[config.mk]
export PLATFORM = sky130hd
export DESIGN_NAME = sbms_selector
export DESIGN_NICKNAME = d
export VERILOG_FILES = /design/src/pkg/sbms_pkg.sv /design/src/rtl/sbms_selector.sv /design/src/rtl/sbms_sync.sv /design/src/rtl/sbms_timer.sv
export SDC_FILE = /design/constraint.sdc
export NUM_CORES = 1
export LEC_CHECK = 0
export ABC_CLOCK_PERIOD_IN_PS = 4400
export BUFFER_PORTS_ARGS = -buffer_cell sky130_fd_sc_hd__buf_2
export CAP_MARGIN = 0
export CELL_PAD_IN_SITES_DETAIL_PLACEMENT = 1
export CELL_PAD_IN_SITES_GLOBAL_PLACEMENT = 2
export CORE_MARGIN = 4
export CORE_UTILIZATION = 35
export CTS_CLUSTER_DIAMETER = 60
export DETAILED_ROUTE_END_ITERATION = 8
export PLACE_DENSITY_LB_ADDON = 0.12
export SETUP_SLACK_MARGIN = 0.02
export SKIP_LAST_GASP = 1
export SLEW_MARGIN = 25
export SYNTH_ARGS = -nofsm -noshare
export SYNTH_HDL_FRONTEND = slang
export SYNTH_SLANG_ARGS = --single-unit
[constraint.sdc]
create_clock -name CLOCK_IN -period 4.4 [get_ports CLOCK_IN]
set_clock_uncertainty 0.15 [all_clocks]
set_input_delay 0.66 -clock CLOCK_IN [delete_from_list [all_inputs] [get_ports CLOCK_IN]]
set_output_delay 0.66 -clock CLOCK_IN [all_outputs]
set_load 0.005 [all_outputs]
[src/pkg/sbms_pkg.sv]
/*
 Shared constants for the stop brake mode selector: control methods,
 modes, hold actions, setting encodings and timing figures.
 Assumes frequencies arrive in 0.01 Hz units and times in 0.1 s units.
*/
`default_nettype none
package sbms_pkg;
   // Frequency in 0.01 Hz steps, time in 0.1 s steps
   localparam int FREQ_W = 16;
   localparam int TIME_W = 16;
   localparam int VOLT_W = 8;

   localparam logic [FREQ_W-1:0] FREQ_USE_STARTING = 16'h270F; // 9999
   localparam logic [FREQ_W-1:0] FREQ_DEFAULT      = 16'h012C; // 3 Hz
   localparam logic [FREQ_W-1:0] FREQ_VECTOR_DEF   = 16'h0032; // 0.5 Hz
   localparam logic [TIME_W-1:0] TIME_EXTERNAL     = 16'h22B8; // 8888
   localparam logic [TIME_W-1:0] TIME_ZERO         = 16'h0000;
   localparam logic [TIME_W-1:0] TIME_MIN          = 16'h0001; // 0.1 s
   localparam logic [TIME_W-1:0] TIME_MAX          = 16'h0064; // 10 s
   localparam logic [TIME_W-1:0] TIME_DEFAULT      = 16'h0005; // 0.5 s
   localparam logic [VOLT_W-1:0] VOLT_ZERO         = 8'h00;
   localparam logic [VOLT_W-1:0] VOLT_MAX          = 8'h1E;    // 30 %
   localparam logic [VOLT_W-1:0] VOLT_DEFAULT      = 8'h01;    // 1 %

   // One time unit is 100 ms
   localparam longint TICK_MS       = 100;
   localparam longint CLK_MHZ       = 250;
   localparam longint TICK_CYCLES   = TICK_MS * 1000 * CLK_MHZ;

   localparam int SYNC_STAGES = 3;

   typedef enum logic [1:0] {
      CM_VF, CM_FLUX, CM_SENSORLESS, CM_VECTOR
   } sbms_method_t;

   typedef enum logic [1:0] {
      MD_SPEED, MD_TORQUE, MD_POSITION
   } sbms_mode_t;

   typedef enum logic [1:0] {
      HOLD_NONE, HOLD_DC, HOLD_ZERO, HOLD_SERVO
   } sbms_hold_t;
endpackage : sbms_pkg
`default_nettype wire

[src/rtl/sbms_selector.sv]
/*
 Stop brake mode selector: decides DC injection, zero speed or servo
 lock at a deceleration stop, on the pre-excitation input and on the
 external brake timing input, and times the brake interval.
 Assumes settings are static words from the parameter store and that
 output frequency is supplied by the speed ramp on the same clock.
*/
// Functional notes
// - Start holding when decelerating output reaches brake start frequency.
// - Start-frequency special value uses the starting frequency threshold.
// - Vector control makes default brake start frequency 0.5 Hz.
// - Holding lasts for the brake hold time setting.
// - Hold time accepts 0.1 to 10 s, default 0.5 s, or external.
// - Hold time zero means no holding; motor coasts.
// - External time value holds while brake timing input is asserted.
// - Sensorless with external timing input gives zero speed always.
// - Injection level is percent of supply, unused for zero speed/servo.
// - Injection level zero disables DC braking; motor coasts.
// - Sensorless: action select 1 zero speed, 0 DC injection.
// - Vector: preexcite select 0 zero speed, 1 servo lock.
// - V/F and flux: always DC injection, pre-excitation ignored.
// - Sensorless: pre-excitation gives zero speed; stop follows select.
// - Vector: speed per select, torque zero speed, position servo on input.
// - Pre-excitation holds zero speed or servo lock while stopped.
// - Sensorless torque pre-excitation may turn the motor slowly.
// - Auto tune request during pre-excitation is skipped; motor starts.
// - Injection level ranges 0 to 30 percent, default 1 percent.
`timescale 1ns/1ps
`default_nettype none
module sbms_selector #(
   parameter longint TICK_CYCLES = sbms_pkg::TICK_CYCLES
) (
   input  wire logic                        CLOCK_IN,          // Clock
   input  wire logic                        RESET_IN,          // Reset
   input  wire logic [1:0]                  CTRL_METHOD_IN,    // Method
   input  wire logic [1:0]                  CTRL_MODE_IN,      // Mode
   input  wire logic [sbms_pkg::FREQ_W-1:0] BRAKE_START_FREQ_IN, // 0.01Hz
   input  wire logic                        START_FREQ_DEF_IN, // Use def
   input  wire logic [sbms_pkg::FREQ_W-1:0] STARTING_FREQ_IN,  // 0.01Hz
   input  wire logic [sbms_pkg::TIME_W-1:0] BRAKE_HOLD_TIME_IN, // 0.1s
   input  wire logic [sbms_pkg::VOLT_W-1:0] BRAKE_INJECT_LEVEL_IN, // %
   input  wire logic                        PREEXCITE_SELECT_IN, // 0/1
   input  wire logic                        BRAKE_ACTION_SELECT_IN, // 0/1
   input  wire logic [sbms_pkg::FREQ_W-1:0] OUTPUT_FREQ_IN,    // 0.01Hz
   input  wire logic                        DECEL_STOP_IN,     // Stopping
   input  wire logic                        RUN_CMD_IN,        // Start cmd
   input  wire logic                        AUTOTUNE_REQ_IN,   // Tune req
   input  wire logic                        PREEXCITE_IN,      // Pin
   input  wire logic                        EXT_BRAKE_TIMING_IN, // Pin
   output logic [1:0]                       HOLD_ACTION_OUT,   // Action
   output logic [sbms_pkg::VOLT_W-1:0]      INJECT_LEVEL_OUT,  // DC %
   output logic                             DRIVE_ENABLE_OUT,  // Output on
   output logic                             AUTOTUNE_GO_OUT,   // Tune runs
   output logic                             TUNE_SKIPPED_OUT,  // Skipped
   output logic                             SETTING_ERR_OUT    // Range bad
);
   // ==========================================================
   // Pin inputs
   // ==========================================================
   logic preexcite_s;
   logic ext_timing_s;

   sbms_sync u_sync_pre (
      .clk_in    (CLOCK_IN),
      .rst_in    (RESET_IN),
      .async_in  (PREEXCITE_IN),
      .level_out (preexcite_s)
   );

   sbms_sync u_sync_ext (
      .clk_in    (CLOCK_IN),
      .rst_in    (RESET_IN),
      .async_in  (EXT_BRAKE_TIMING_IN),
      .level_out (ext_timing_s)
   );

   // ==========================================================
   // Setting decode
   // ==========================================================
   sbms_pkg::sbms_method_t      method;
   sbms_pkg::sbms_mode_t        mode;
   logic [sbms_pkg::FREQ_W-1:0] start_freq;
   logic [sbms_pkg::FREQ_W-1:0] threshold;
   logic                        time_ext;
   logic                        time_zero;
   logic [sbms_pkg::TIME_W-1:0] hold_units;
   logic [sbms_pkg::VOLT_W-1:0] inject_lvl;
   logic                        time_bad;
   logic                        volt_bad;

   assign method = sbms_pkg::sbms_method_t'(CTRL_METHOD_IN);
   assign mode   = sbms_pkg::sbms_mode_t'(CTRL_MODE_IN);

   // Default follows control method when no value was written
   always_comb begin
      if (!START_FREQ_DEF_IN) begin
         start_freq = BRAKE_START_FREQ_IN;
      end else if (method == sbms_pkg::CM_VECTOR) begin
         start_freq = sbms_pkg::FREQ_VECTOR_DEF;
      end else begin
         start_freq = sbms_pkg::FREQ_DEFAULT;
      end
   end

   always_comb begin
      if (start_freq == sbms_pkg::FREQ_USE_STARTING) begin
         threshold = STARTING_FREQ_IN;
      end else begin
         threshold = start_freq;
      end
   end

   assign time_ext  = (BRAKE_HOLD_TIME_IN == sbms_pkg::TIME_EXTERNAL);
   assign time_zero = (BRAKE_HOLD_TIME_IN == sbms_pkg::TIME_ZERO);
   // Out-of-range time falls back to the default, flagged to software
   assign time_bad  = !time_ext && !time_zero &&
                      (BRAKE_HOLD_TIME_IN > sbms_pkg::TIME_MAX);
   assign hold_units = time_bad ? sbms_pkg::TIME_DEFAULT
                                : BRAKE_HOLD_TIME_IN;
   // Level above range clamps rather than overdriving the winding
   assign volt_bad   = (BRAKE_INJECT_LEVEL_IN > sbms_pkg::VOLT_MAX);
   assign inject_lvl = volt_bad ? sbms_pkg::VOLT_MAX
                                : BRAKE_INJECT_LEVEL_IN;

   // ==========================================================
   // Action tables
   // ==========================================================
   sbms_pkg::sbms_hold_t stop_action;
   sbms_pkg::sbms_hold_t pre_action;
   sbms_pkg::sbms_hold_t ext_action;

   always_comb begin
      case (method)
         sbms_pkg::CM_SENSORLESS: begin
            stop_action = BRAKE_ACTION_SELECT_IN ? sbms_pkg::HOLD_ZERO
                                                 : sbms_pkg::HOLD_DC;
            pre_action  = sbms_pkg::HOLD_ZERO;
            ext_action  = sbms_pkg::HOLD_ZERO;
         end
         sbms_pkg::CM_VECTOR: begin
            case (mode)
               sbms_pkg::MD_SPEED: begin
                  stop_action = PREEXCITE_SELECT_IN ? sbms_pkg::HOLD_SERVO
                                                    : sbms_pkg::HOLD_ZERO;
                  pre_action  = stop_action;
                  ext_action  = stop_action;
               end
               sbms_pkg::MD_TORQUE: begin
                  stop_action = sbms_pkg::HOLD_ZERO;
                  pre_action  = sbms_pkg::HOLD_ZERO;
                  ext_action  = sbms_pkg::HOLD_ZERO;
               end
               sbms_pkg::MD_POSITION: begin
                  stop_action = sbms_pkg::HOLD_NONE;
                  pre_action  = sbms_pkg::HOLD_SERVO;
                  ext_action  = sbms_pkg::HOLD_NONE;
               end
               default: begin
                  stop_action = sbms_pkg::HOLD_NONE;
                  pre_action  = sbms_pkg::HOLD_NONE;
                  ext_action  = sbms_pkg::HOLD_NONE;
               end
            endcase
         end
         default: begin
            stop_action = sbms_pkg::HOLD_DC;
            pre_action  = sbms_pkg::HOLD_NONE;
            ext_action  = sbms_pkg::HOLD_DC;
         end
      endcase
   end

   // DC injection at zero level means coasting instead
   function automatic sbms_pkg::sbms_hold_t gate_dc(
      input sbms_pkg::sbms_hold_t act,
      input logic [sbms_pkg::VOLT_W-1:0] lvl
   );
      if (act == sbms_pkg::HOLD_DC && lvl == sbms_pkg::VOLT_ZERO) begin
         gate_dc = sbms_pkg::HOLD_NONE;
      end else begin
         gate_dc = act;
      end
   endfunction : gate_dc

   logic pre_on;
   assign pre_on = preexcite_s && (pre_action != sbms_pkg::HOLD_NONE);

   // ==========================================================
   // Stop sequence
   // ==========================================================
   typedef enum logic [1:0] {
      ST_IDLE, ST_TIMED, ST_EXTERNAL, ST_DONE
   } sbms_state_t;

   sbms_state_t state_q;
   sbms_state_t state_d;
   logic        reached;
   logic        timer_start;
   logic        timer_busy;
   logic        timer_done;

   assign reached = DECEL_STOP_IN && (OUTPUT_FREQ_IN <= threshold);

   always_comb begin
      state_d     = state_q;
      timer_start = 1'b0;
      case (state_q)
         ST_IDLE: begin
            if (reached && !RUN_CMD_IN) begin
               if (time_ext) begin
                  state_d = ST_EXTERNAL;
               end else if (time_zero ||
                            gate_dc(stop_action, inject_lvl) ==
                            sbms_pkg::HOLD_NONE) begin
                  state_d = ST_DONE;
               end else begin
                  state_d     = ST_TIMED;
                  timer_start = 1'b1;
               end
            end
         end
         ST_TIMED: begin
            if (RUN_CMD_IN) begin
               state_d = ST_IDLE;
            end else if (timer_done) begin
               state_d = ST_DONE;
            end
         end
         ST_EXTERNAL: begin
            if (RUN_CMD_IN || !time_ext) begin
               state_d = ST_IDLE;
            end
         end
         ST_DONE: begin
            if (RUN_CMD_IN || !DECEL_STOP_IN) begin
               state_d = ST_IDLE;
            end
         end
         default: begin
            state_d = ST_IDLE;
         end
      endcase
   end

   always_ff @(posedge CLOCK_IN or posedge RESET_IN) begin
      if (RESET_IN) begin
         state_q <= ST_IDLE;
      end else begin
         state_q <= state_d;
      end
   end

   sbms_timer #(
      .TICK_CYCLES (TICK_CYCLES)
   ) u_timer (
      .clk_in   (CLOCK_IN),
      .rst_in   (RESET_IN),
      .start_in (timer_start),
      .abort_in (RUN_CMD_IN),
      .units_in (hold_units),
      .busy_out (timer_busy),
      .done_out (timer_done)
   );

   // ==========================================================
   // Action output
   // ==========================================================
   sbms_pkg::sbms_hold_t act_d;
   logic                 ext_on;

   // External input holds in the external timing state or in the done state
   assign ext_on = time_ext && ext_timing_s && !RUN_CMD_IN &&
                   (state_q == ST_EXTERNAL || state_q == ST_DONE);

   always_comb begin
      act_d = sbms_pkg::HOLD_NONE;
      if (ext_on) begin
         act_d = gate_dc(ext_action, inject_lvl);
      end else if (state_q == ST_TIMED && timer_busy) begin
         act_d = gate_dc(stop_action, inject_lvl);
      end else if (pre_on && !RUN_CMD_IN) begin
         act_d = pre_action;
      end
   end

   always_ff @(posedge CLOCK_IN or posedge RESET_IN) begin
      if (RESET_IN) begin
         HOLD_ACTION_OUT  <= 2'h0;
         INJECT_LEVEL_OUT <= sbms_pkg::VOLT_ZERO;
         DRIVE_ENABLE_OUT <= 1'b0;
      end else begin
         HOLD_ACTION_OUT  <= act_d;
         // Level matters only while injecting
         INJECT_LEVEL_OUT <= (act_d == sbms_pkg::HOLD_DC) ? inject_lvl
                                                          : sbms_pkg::VOLT_ZERO;
         // Pre-excitation may turn the motor slowly in sensorless torque
         DRIVE_ENABLE_OUT <= RUN_CMD_IN || (act_d != sbms_pkg::HOLD_NONE);
      end
   end

   // ==========================================================
   // Auto tuning gate and setting check
   // ==========================================================
   always_ff @(posedge CLOCK_IN or posedge RESET_IN) begin
      if (RESET_IN) begin
         AUTOTUNE_GO_OUT  <= 1'b0;
         TUNE_SKIPPED_OUT <= 1'b0;
      end else begin
         AUTOTUNE_GO_OUT  <= AUTOTUNE_REQ_IN && !pre_on;
         TUNE_SKIPPED_OUT <= AUTOTUNE_REQ_IN && pre_on;
      end
   end

   always_ff @(posedge CLOCK_IN or posedge RESET_IN) begin
      if (RESET_IN) begin
         SETTING_ERR_OUT <= 1'b0;
      end else begin
         SETTING_ERR_OUT <= time_bad || volt_bad;
      end
   end
endmodule : sbms_selector
`default_nettype wire

[src/rtl/sbms_sync.sv]
/*
 Three-stage input synchroniser with agreement check.
 Assumes the input is asynchronous to CLOCK_IN.
*/
`timescale 1ns/1ps
`default_nettype none
module sbms_sync (
   input  wire logic clk_in,   // Clock
   input  wire logic rst_in,   // Async reset, high
   input  wire logic async_in, // Raw pin
   output logic      level_out // Filtered level
);
   logic [sbms_pkg::SYNC_STAGES-1:0] stage_q;

   always_ff @(posedge clk_in or posedge rst_in) begin
      if (rst_in) begin
         stage_q <= '0;
      end else begin
         stage_q <= {stage_q[sbms_pkg::SYNC_STAGES-2:0], async_in};
      end
   end

   // Change counts once second and third stages agree
   always_ff @(posedge clk_in or posedge rst_in) begin
      if (rst_in) begin
         level_out <= 1'b0;
      end else if (stage_q[1] == stage_q[2]) begin
         level_out <= stage_q[2];
      end
   end
endmodule : sbms_sync
`default_nettype wire

[src/rtl/sbms_timer.sv]
/*
 Brake interval timer counting 0.1 s ticks.
 Assumes start is a one-cycle pulse; abort stops the count at once.
*/
`timescale 1ns/1ps
`default_nettype none
module sbms_timer #(
   parameter longint TICK_CYCLES = sbms_pkg::TICK_CYCLES
) (
   input  wire logic                        clk_in,   // Clock
   input  wire logic                        rst_in,   // Async reset
   input  wire logic                        start_in, // Start pulse
   input  wire logic                        abort_in, // Stop counting
   input  wire logic [sbms_pkg::TIME_W-1:0] units_in, // Length, 0.1 s
   output logic                             busy_out, // Counting
   output logic                             done_out  // Expiry pulse
);
   logic [31:0]                 tick_q;
   logic [sbms_pkg::TIME_W-1:0] left_q;

   always_ff @(posedge clk_in or posedge rst_in) begin
      if (rst_in) begin
         tick_q   <= '0;
         left_q   <= '0;
         busy_out <= 1'b0;
         done_out <= 1'b0;
      end else begin
         done_out <= 1'b0;
         if (abort_in) begin
            busy_out <= 1'b0;
         end else if (start_in) begin
            tick_q   <= '0;
            left_q   <= units_in;
            busy_out <= 1'b1;
         end else if (busy_out) begin
            if (tick_q == 32'(TICK_CYCLES - 1)) begin
               tick_q <= '0;
               if (left_q == sbms_pkg::TIME_MIN) begin
                  busy_out <= 1'b0;
                  done_out <= 1'b1;
               end
               left_q <= left_q - sbms_pkg::TIME_MIN;
            end else begin
               tick_q <= tick_q + 32'h0000_0001;
            end
         end
      end
   end
endmodule : sbms_timer
`default_nettype wire
# [Word-level counts from Yosys, hierarchy flattened]
# Index checks and enable logic that the tools add are counted.
[totals] reg_bits=74 elab_cells=127
[op_classes] n_lt_le_gt_ge=3 n_mux=49 bitwise=1 n_reduce_logical=37 n_addsub=2 eq_ne=20
[ops] cell="$mux 16" count=6
[ops] cell="$mux 32" count=3
[ops] cell="$add 32x1->32 const B" count=1
[ops] cell="$eq 16x14->1 const B" count=2
[ops] cell="$eq 32x25->1 const B" count=1
[ops] cell="$mux 2" count=16
[ops] cell="$eq 16x1->1 const B" count=1
[ops] cell="$gt 16x7->1 const B" count=1
[ops] cell="$le 16x16->1" count=1
[ops] cell="$logic_not 16->1" count=1
[ops] cell="$mux 8" count=2
[ops] cell="$pmux 2 s2" count=4
[ops] cell="$sub 16x1->16 const B" count=1
[ops] cell="$mux 1" count=15
[ops] cell="$logic_and 1x1->1" count=14
[ops] cell="$eq 2x1->1 const B" count=5
[ops] cell="$eq 2x2->1 const B" count=5
[ops] cell="$mux 9" count=1
[ops] cell="$gt 8x5->1 const B" count=1
[ops] cell="$logic_not 8->1" count=1
[ops] cell="$pmux 2 s4" count=1
[ops] cell="$reduce_bool 2->1" count=4
[ops] cell="$logic_not 2->1" count=3
[ops] cell="$logic_or 1x1->1" count=6
[ops] cell="other kinds (9)" count=16

# [Longest topological paths before layout]
# Gate-level depths: netlist of the first run.
[depth] ltp_word=18 ltp_mapped=15 mapped_depth_nobuf=13

# [Modules after synthesis]
# A second synthesis of the first run with hierarchy kept.
[unflattened] cells_unflattened=539 hier_area_um2=4788.3
[by_module_without_submodules] mod="sbms_timer" instances=1 cells_per_inst=329 seq_area_each_um2=1251.2 area_each_um2=2960.3
[by_module_without_submodules] mod="sbms_selector" instances=1 cells_per_inst=198 seq_area_each_um2=400.4 area_each_um2=1597.8
[by_module_without_submodules] mod="sbms_sync" instances=2 cells_per_inst=6 seq_area_each_um2=100.1 area_each_um2=115.1

# [Worst setup path after synthesis of the first run]
# No wires, ideal clock.
[synth_timing] kind="input to register" start="input BRAKE_START_FREQ_IN[11] in the netlist's numbering" end="register u_timer.left_q[1] in the netlist's numbering" stages=13 t_arrival_ns=3.801 setup_slack_ns=0.323 required_time_ns=4.124 setup_ns=0.126 path_cell_list="or4_1 or3_1 nor2b_1 clkbuf_1 a21oi_1 ha_1 nand4_1 nor3_1 a21boi_0 o31a_1 nor2_4 buf_2 mux2i_1"
[synth_via] elab_chain_cells=10
[synth_lines] element="start, declared" line="sbms_selector.sv:37" text="input wire logic [sbms_pkg::FREQ_W-1:0] BRAKE_START_FREQ_IN,"
[synth_lines] element="$mux 16 *" line="sbms_selector.sv:96" text="if (!START_FREQ_DEF_IN) begin"
[synth_lines] element="$eq 16x14->1" line="sbms_selector.sv:106" text="if (start_freq == sbms_pkg::FREQ_USE_STARTING) begin"
[synth_lines] element="$mux 16 *" line="sbms_selector.sv:106"
[synth_lines] element="$le 16x16->1 *" line="sbms_selector.sv:202" text="assign reached = DECEL_STOP_IN && (OUTPUT_FREQ_IN <= threshold);"
[synth_lines] element="$logic_and 1x1->1 *" line="sbms_selector.sv:202"
[synth_lines] element="$logic_and 1x1->1 *" line="sbms_selector.sv:209" text="if (reached && !RUN_CMD_IN) begin"
[synth_lines] element="$mux 1 *" line="sbms_selector.sv:209"
[synth_lines] element="$mux 1 *" line="sbms_selector.sv:207" text="case (state_q)"
[synth_lines] element="$reduce_bool 2->1 (no line)"
[synth_lines] element="$reduce_and 3->1 (no line)"
[synth_lines] element="end signal, assigned" line="sbms_timer.sv:33" text="left_q <= units_in;"
[synth_lines] element="end signal, assigned" line="sbms_timer.sv:42" text="left_q <= left_q - sbms_pkg::TIME_MIN;"
[synth_lines] element="end, declared" line="sbms_timer.sv:19" text="logic [sbms_pkg::TIME_W-1:0] left_q;"
# Mark *: on every way between the ends. The rest lies on a longest branch, timed or not.
# A chain may end at the register's enable or synchronous reset.

# [Final worst setup path of the first run]
[layout_timing] start="input BRAKE_START_FREQ_IN[11] in the netlist's numbering" end="register u_timer.tick_q[20]"
[layout_via] elab_chain_cells=10
[layout_lines] element="$mux 16 *" line="sbms_selector.sv:96"
[layout_lines] element="$eq 16x14->1" line="sbms_selector.sv:106"
[layout_lines] element="$mux 16 *" line="sbms_selector.sv:106"
[layout_lines] element="$le 16x16->1 *" line="sbms_selector.sv:202"
[layout_lines] element="$logic_and 1x1->1 *" line="sbms_selector.sv:202"
[layout_lines] element="$logic_and 1x1->1 *" line="sbms_selector.sv:209"
[layout_lines] element="$mux 1 *" line="sbms_selector.sv:209"
[layout_lines] element="$mux 1 *" line="sbms_selector.sv:207"
[layout_lines] element="$reduce_bool 2->1 (no line)"
[layout_lines] element="$reduce_and 2->1 (no line)"
[layout_lines] element="end signal, assigned" line="sbms_timer.sv:44" text="tick_q <= tick_q + 32'h0000_0001;"
[layout_lines] element="end, declared" line="sbms_timer.sv:18" text="logic [31:0] tick_q;"
# Marked as above.

==> metrics.cfg, run 1 <==
[die]
coreArea_sq_mm=0.01211
die_y_um=119.6
fp.dieW_um=119.6
start_util_pct=36.01
num_io_pins=100
num_rows=40
die_area_sq_mm=0.01431

[setup_path]
critPathTopFamily=simple AND/OR/NAND/NOR gates
path_cells=buf_2 > or4_1 > or3_1 > nor2b_1 > buf_4 > inv_1 > o21ai_0 > ha_1 > nand4_1 > nor3_1 > a21boi_0 > o31a_1 > o22ai_1 > buf_12 > nor2_1
cp_max_fo=21
start_kind=input pin
rr_worst_depth=7
cp-endpoint=u_timer.tick_q[20]
cp_num_buf_inv=4
r2r_setup_slack_ps=1790
timing.rr.start=u_timer.tick_q[18]
slowest_delay_ps=530
cp-end-kind=flop
rr_endpoint=u_timer.left_q[14]
slowest_stage=or4_1
crit_start=BRAKE_START_FREQ_IN[11]
arrival_ps=4090
path_depth=15
required_ps=4510
worstSetupPathType=in -> reg

[layout]
final_util_pct=45.03
fill_cells=1468
area_growth_pct=25.04
final_nets=684
diodes=0
drive_above_1_share_pct=23.46

[cts]
clk_latency_ps=340
root_buffer=clkbuf_16
cts_resized=0
htree_num_levels=3
clk_path_buf_depth=2
holdBufCountCts=0
cts.clk_slew.worst_paths_ps=50
cts_tree=built
numCtsBuffers=9
cts.sinks=74
cts_setup_buffers=0

[global_route]
track_usage_pct=18.29
grt_pass1_wl_mm=21.07
grt-ovfl-total=0
antenna_found_initial=0
grt_pass1_vias=4038
grt_start_max_net_pins=44

[placement]
place_hpwl_mm=9.488
gp_congestion=0.7630
numPortBuffers=99
dp_slack_ps=79.16

[yosys]
synth_cells=471
yosysWarnings=0
synth-seq-cells=74
synthesis.area_sq_mm=0.004362
postSynth.asyncResetShare_pct=100.0
synthDistinctLibCells=58
synth_flop_cell=dfrtp_1
avgSynthCellArea_sq_um=9.260
ys_seq_area_share_pct=42.46
synth_edf_count=0

[routing]
drc=0
first_pass_iters=4
routed.top_layer=met4
via_per_inst=5.142
ant_nets=0
wl_met1_mm=5.920
wire_per_inst_um=16.48
drt_iter0_drc=126
wl_met2_mm=5.760
wl_met3_um=489
num_vias=3867
routed_wl_mm=12.39

[power]
leakage_uw=0.002517
vdd_drop_max_uv=205.8
power_density_mw_per_mm2=324.6

[job]
cap_violations=0

[sta]
fin_ws_ps=422.6
worst_pin_slew_ps=955.6
max_freq_mhz=251.4
setup_tns_ps=0
finalHoldViolations=0
finalSetupViolCount=0
fin_crit_ps=3977
drv_slew=0
rsz0062_at_grt=false
slew_headroom_pct=35.80
min_period_over_period_pct=90.39

[hold_path]
hold_path.class=reg -> reg
min-delay-start=u_sync_pre.stage_q[0]

[status]
status=finished, final reports clean

[per-stage QoR]
step	std cells	power (uW)	hold slack, ps	cell area (sq um)
after floorplan	473	833.5	181.2	4369
after global placement	736	917.5	187.7	5097
after detailed placement	736	924.8	188.7	5097
after CTS	752	1795	201.3	5443
after global routing	752	1863	219.2	5454
final	752	1770	198.6	5454
[where the power goes]
group / switching, uW / internal, uW
sequential: 17.5 / 704
combinational: 104 / 84.7
clock: 289 / 571
total: 411 / 1360
[synthesized netlist by cell type (6+ instances only)]
| cell type | n | area (sq um) |
|---|---|---|
| and4_1 | 7 | 61.31 |
| clkbuf_1 | 6 | 22.52 |
| ha_1 | 19 | 237.7 |
| nand2_1 | 37 | 138.9 |
| dfrtp_1 | 74 | 1852 |
| buf_2 | 6 | 30.03 |
| nor2b_1 | 16 | 100.1 |
| nand3_1 | 24 | 120.1 |
| nor3_1 | 12 | 60.06 |
| inv_1 | 12 | 45.04 |
| mux2i_1 | 10 | 100.1 |
| nor2_1 | 56 | 210.2 |
| and2_1 | 6 | 37.54 |
| o21ai_0 | 20 | 100.1 |
| a21oi_1 | 27 | 135.1 |
| nor4_1 | 11 | 68.82 |
| o31ai_1 | 6 | 45.04 |
| and3_1 | 9 | 56.30 |
| xnor2_1 | 6 | 52.55 |
| nand4_1 | 14 | 87.58 |
| xor2_1 | 29 | 254.0 |
[worst min-delay path by stage]
stage                             to  slack [ps]  cells past startpoint
2_1_floorplan  u_sync_ext.stage_q[1]         180                      0
3_3_place_gp   u_sync_ext.stage_q[1]         190                      0
5_1_grt        u_sync_ext.stage_q[1]         220                      0
6_report       u_sync_pre.stage_q[1]         200                      0
3_5_place_dp   u_sync_pre.stage_q[1]         190                      0
4_1_cts        u_sync_pre.stage_q[1]         200                      0
[worst reg2reg max path, stage by stage, from the launching register on]
cell and delay (ps):
dfrtp_1 470, and4_1 360, nand3b_2 160, nor4_4 320, buf_4 260, nand3_1 210, or4_4 480, a21oi_2 150
[per-layer routing]
metal	GRT usage, %	vias to the layer above
met5	0	-
met4	6.156	0
met3	4.194	15
met2	29.38	72
met1	24.40	1865
li1	-	1915
[kinds of logic (layout without fill, tap and decap cells)]
logic type / count (synthesis) / count (layout) / synth area share, %
flops: 74 / 74 / 42.46
other cells: 1 / 3 / 0.08598
xor+xnor: 35 / 35 / 7.028
buf+inv: 25 / 136 / 2.352
simple gates: 223 / 223 / 27.85
mux: 14 / 14 / 3.328
compound gates: 78 / 78 / 10.99
fa+ha+maj: 21 / 21 / 5.909
[flip-flops by register name, indices dropped and copies added (netlist names), 2 cells and up]
signal / cells
u_timer.tick_q: 32
u_sync_ext.stage_q: 3
INJECT_LEVEL_OUT: 8
HOLD_ACTION_OUT: 2
u_sync_pre.stage_q: 3
state_q: 2
u_timer.left_q: 16
[cell usage in the layout (no fill, tap or decap), drive strengths merged, types with 7 or more instances in the layout]
cell,n
buf,108
dfrtp,74
nor2,57
nand2,37
xor2,29
a21oi,28
nand3,24
o21ai,20
ha,19
nor2b,16
nand4,14
nor3,13
inv,12
nor4,12
clkbuf,12
mux2i,10
and3,9
and4,7
[layout make-up]
class	instances	area, sq um	area share, %
sequential	74	1852	33.95
timing repair buffer	108	575.6	10.55
inverter	12	45.04	0.8259
clock buffer	12	246.5	4.519
clock inverter	4	98.84	1.812
multi-input combinational	374	2426	44.48
tap	168	210.2	3.854
Power figures use the tool's default switching activity.
==> inputs of run 2 (changes only) <==
--- a/config.mk
+++ b/config.mk
@@ -6,14 +6,14 @@
 export NUM_CORES = 1
 export LEC_CHECK = 0
 export ABC_CLOCK_PERIOD_IN_PS = 4400
-export BUFFER_PORTS_ARGS = -buffer_cell sky130_fd_sc_hd__buf_2
 export CAP_MARGIN = 0
 export CELL_PAD_IN_SITES_DETAIL_PLACEMENT = 1
 export CELL_PAD_IN_SITES_GLOBAL_PLACEMENT = 2
 export CORE_MARGIN = 4
-export CORE_UTILIZATION = 35
+export CORE_UTILIZATION = 41
 export CTS_CLUSTER_DIAMETER = 60
 export DETAILED_ROUTE_END_ITERATION = 8
+export DONT_BUFFER_PORTS = 1
 export PLACE_DENSITY_LB_ADDON = 0.12
 export SETUP_SLACK_MARGIN = 0.02
 export SKIP_LAST_GASP = 1
==> metrics.cfg, run 2 (synthesis gave the netlist of run 1 again) <==
[status]
status=finished, final reports clean

[layout]
final_common_cell=dfrtp_1
drive_above_1_share_pct=7.469
final_cell_mix=dfrtp_1, nor2_1, nand2_1
largest_reg_flops=32
regMostFlops=u_timer.tick_q
fill_cells=1202
final_nets=582
multi_input_area_sq_mm=0.002421
diodes=0
reg_top3=u_timer.tick_q (32), u_timer.left_q (16), INJECT_LEVEL_OUT (8)
area_growth_pct=8.634
instances_no_fill=618
seq_area_sq_mm=0.001852

[cts]
cts_resized=0
clk_path_buf_depth=2
numCtsBuffers=9
holdBufCountCts=0
cts_setup_buffers=0
cts.sinks=74
cts.clk_slew.worst_paths_ps=80
htree_num_levels=3
root_buffer=clkbuf_8
cts_tree=built
clk_latency_ps=360

[setup_path]
required_ps=4500
start_kind=input pin
timing.rr.start=u_timer.tick_q[18]
cp_max_fo=14
cp-end-kind=flop
arrival_ps=4080
rr_worst_depth=6
r2r_setup_slack_ps=1460
rr_endpoint=u_timer.left_q[14]
worstSetupPathType=in -> reg

[sta]
worst_hold_slack_ps=170.0
max_freq_mhz=251.1
slew_headroom_pct=39.22
rsz0062_at_grt=false
finalHoldViolations=0
fin_crit_ps=3983
finalSetupViolCount=0
setup_tns_ps=0
min_period_over_period_pct=90.52
worst_pin_slew_ps=904.8
drv_slew=0

[placement]
place_hpwl_mm=8.312
gp_congestion=0.7669
numPortBuffers=0
dp_cells=602

[routing]
num_vias=3489
via_per_inst=5.646
ant_nets=0
drt_iter0_drc=120
drc=0
routed_wl_mm=10.77
wire_per_inst_um=17.43
first_pass_iters=4

[hold_path]
hold_path.class=in -> async

[job]
cap_violations=0

[power]
leakage_uw=0.002022
switching_share_pct=26.03
netSwitchingPower_uw=364.2
pwr-share-comb_pct=9.5
p_int_uw=1035
power_density_mw_per_mm2=295.2
vdd_drop_max_uv=154.9
clkPwrFrac_pct=38.9
sequentialPowerShare_pct=51.6

[die]
coreArea_sq_mm=0.01032
die_area_sq_mm=0.01235
fp.dieW_um=111.1
start_util_pct=42.25
num_io_pins=100
die_y_um=111.1
num_rows=37

[global_route]
grt-ovfl-total=0
track_usage_pct=18.10
grt_pass1_wl_mm=18.57
grt_start_max_net_pins=49
grt_pass1_vias=3852
antenna_found_initial=0

[run 2: cell types whose count changed in the layout (fill, tap and decap cells not counted), sizes merged]
| cell | before | now |
|---|---|---|
| bufinv | 3 | 1 |
| inv | 12 | 11 |
| clkinv | 1 | 3 |
| clkinvlp | 0 | 3 |
| clkbuf | 12 | 10 |
| buf | 108 | 6 |
[run 2: metrics by stage]
step	worst slack [ps]	utilization, %	cell area [sq um]	power [uW]
global route	138.9	45.90	4738	1483
CTS	405.2	45.82	4731	1422
floorplan	323.2	-	4369	833.5
finish	417.0	45.90	4738	1399
global placement	291.3	43.85	4527	860.5
detailed placement	35.01	43.85	4527	871.7
[run 2: layout make-up]
| cell class | count | area share, % |
|---|---|---|
| multi-input cells | 374 | 51.10 |
| flip-flops and latches | 74 | 39.08 |
| well taps | 136 | 3.591 |
| clock buffers | 10 | 2.905 |
| clock inverters | 6 | 1.400 |
| inverters | 12 | 0.9770 |
| repair buffers | 6 | 0.9506 |
[run 2: critical path, cell delays in order]
cell,delay [ps]
or4_1,520
or3_1,380
nor2b_1,120
buf_4,210
a21oi_1,100
ha_1,310
nand4_1,190
nor3_1,350
a21boi_0,310
o31a_1,350
nor2_4,70
buf_4,190
nor4_1,310
[run 2: worst max-delay path by stage]
| stage | start | endpoint | slack, ps | depth (start not counted) |
|---|---|---|---|---|
| after floorplan | BRAKE_START_FREQ_IN[11] | u_timer.left_q[1] | 320 | 13 |
| after global placement | BRAKE_START_FREQ_IN[11] | u_timer.done_out | 290 | 13 |
| after detailed placement | BRAKE_START_FREQ_IN[11] | u_timer.done_out | 40 | 13 |
| after CTS | BRAKE_START_FREQ_IN[11] | u_timer.done_out | 410 | 13 |
| after global routing | BRAKE_START_FREQ_IN[11] | u_timer.done_out | 140 | 13 |
| final | BRAKE_START_FREQ_IN[11] | u_timer.done_out | 420 | 13 |
[run 2: power by group through the flow]
stage	combinational, uW	clock (uW)	sequential [uW]
global route	154	603	725
floorplan	106	0	728
global placement	127	0	734
CTS	137	563	722
finish	133	545	721
detailed placement	136	0	735
[run 2: layer usage]
| layer | global-route usage (%) | share of wire [%] | vias up |
|---|---|---|---|
| met5 | 0 | 0 | - |
| met4 | 5.677 | 1.7 | 0 |
| met3 | 4.913 | 5.7 | 14 |
| met2 | 30.42 | 48 | 77 |
| met1 | 22.70 | 45 | 1690 |
| li1 | - | - | 1708 |
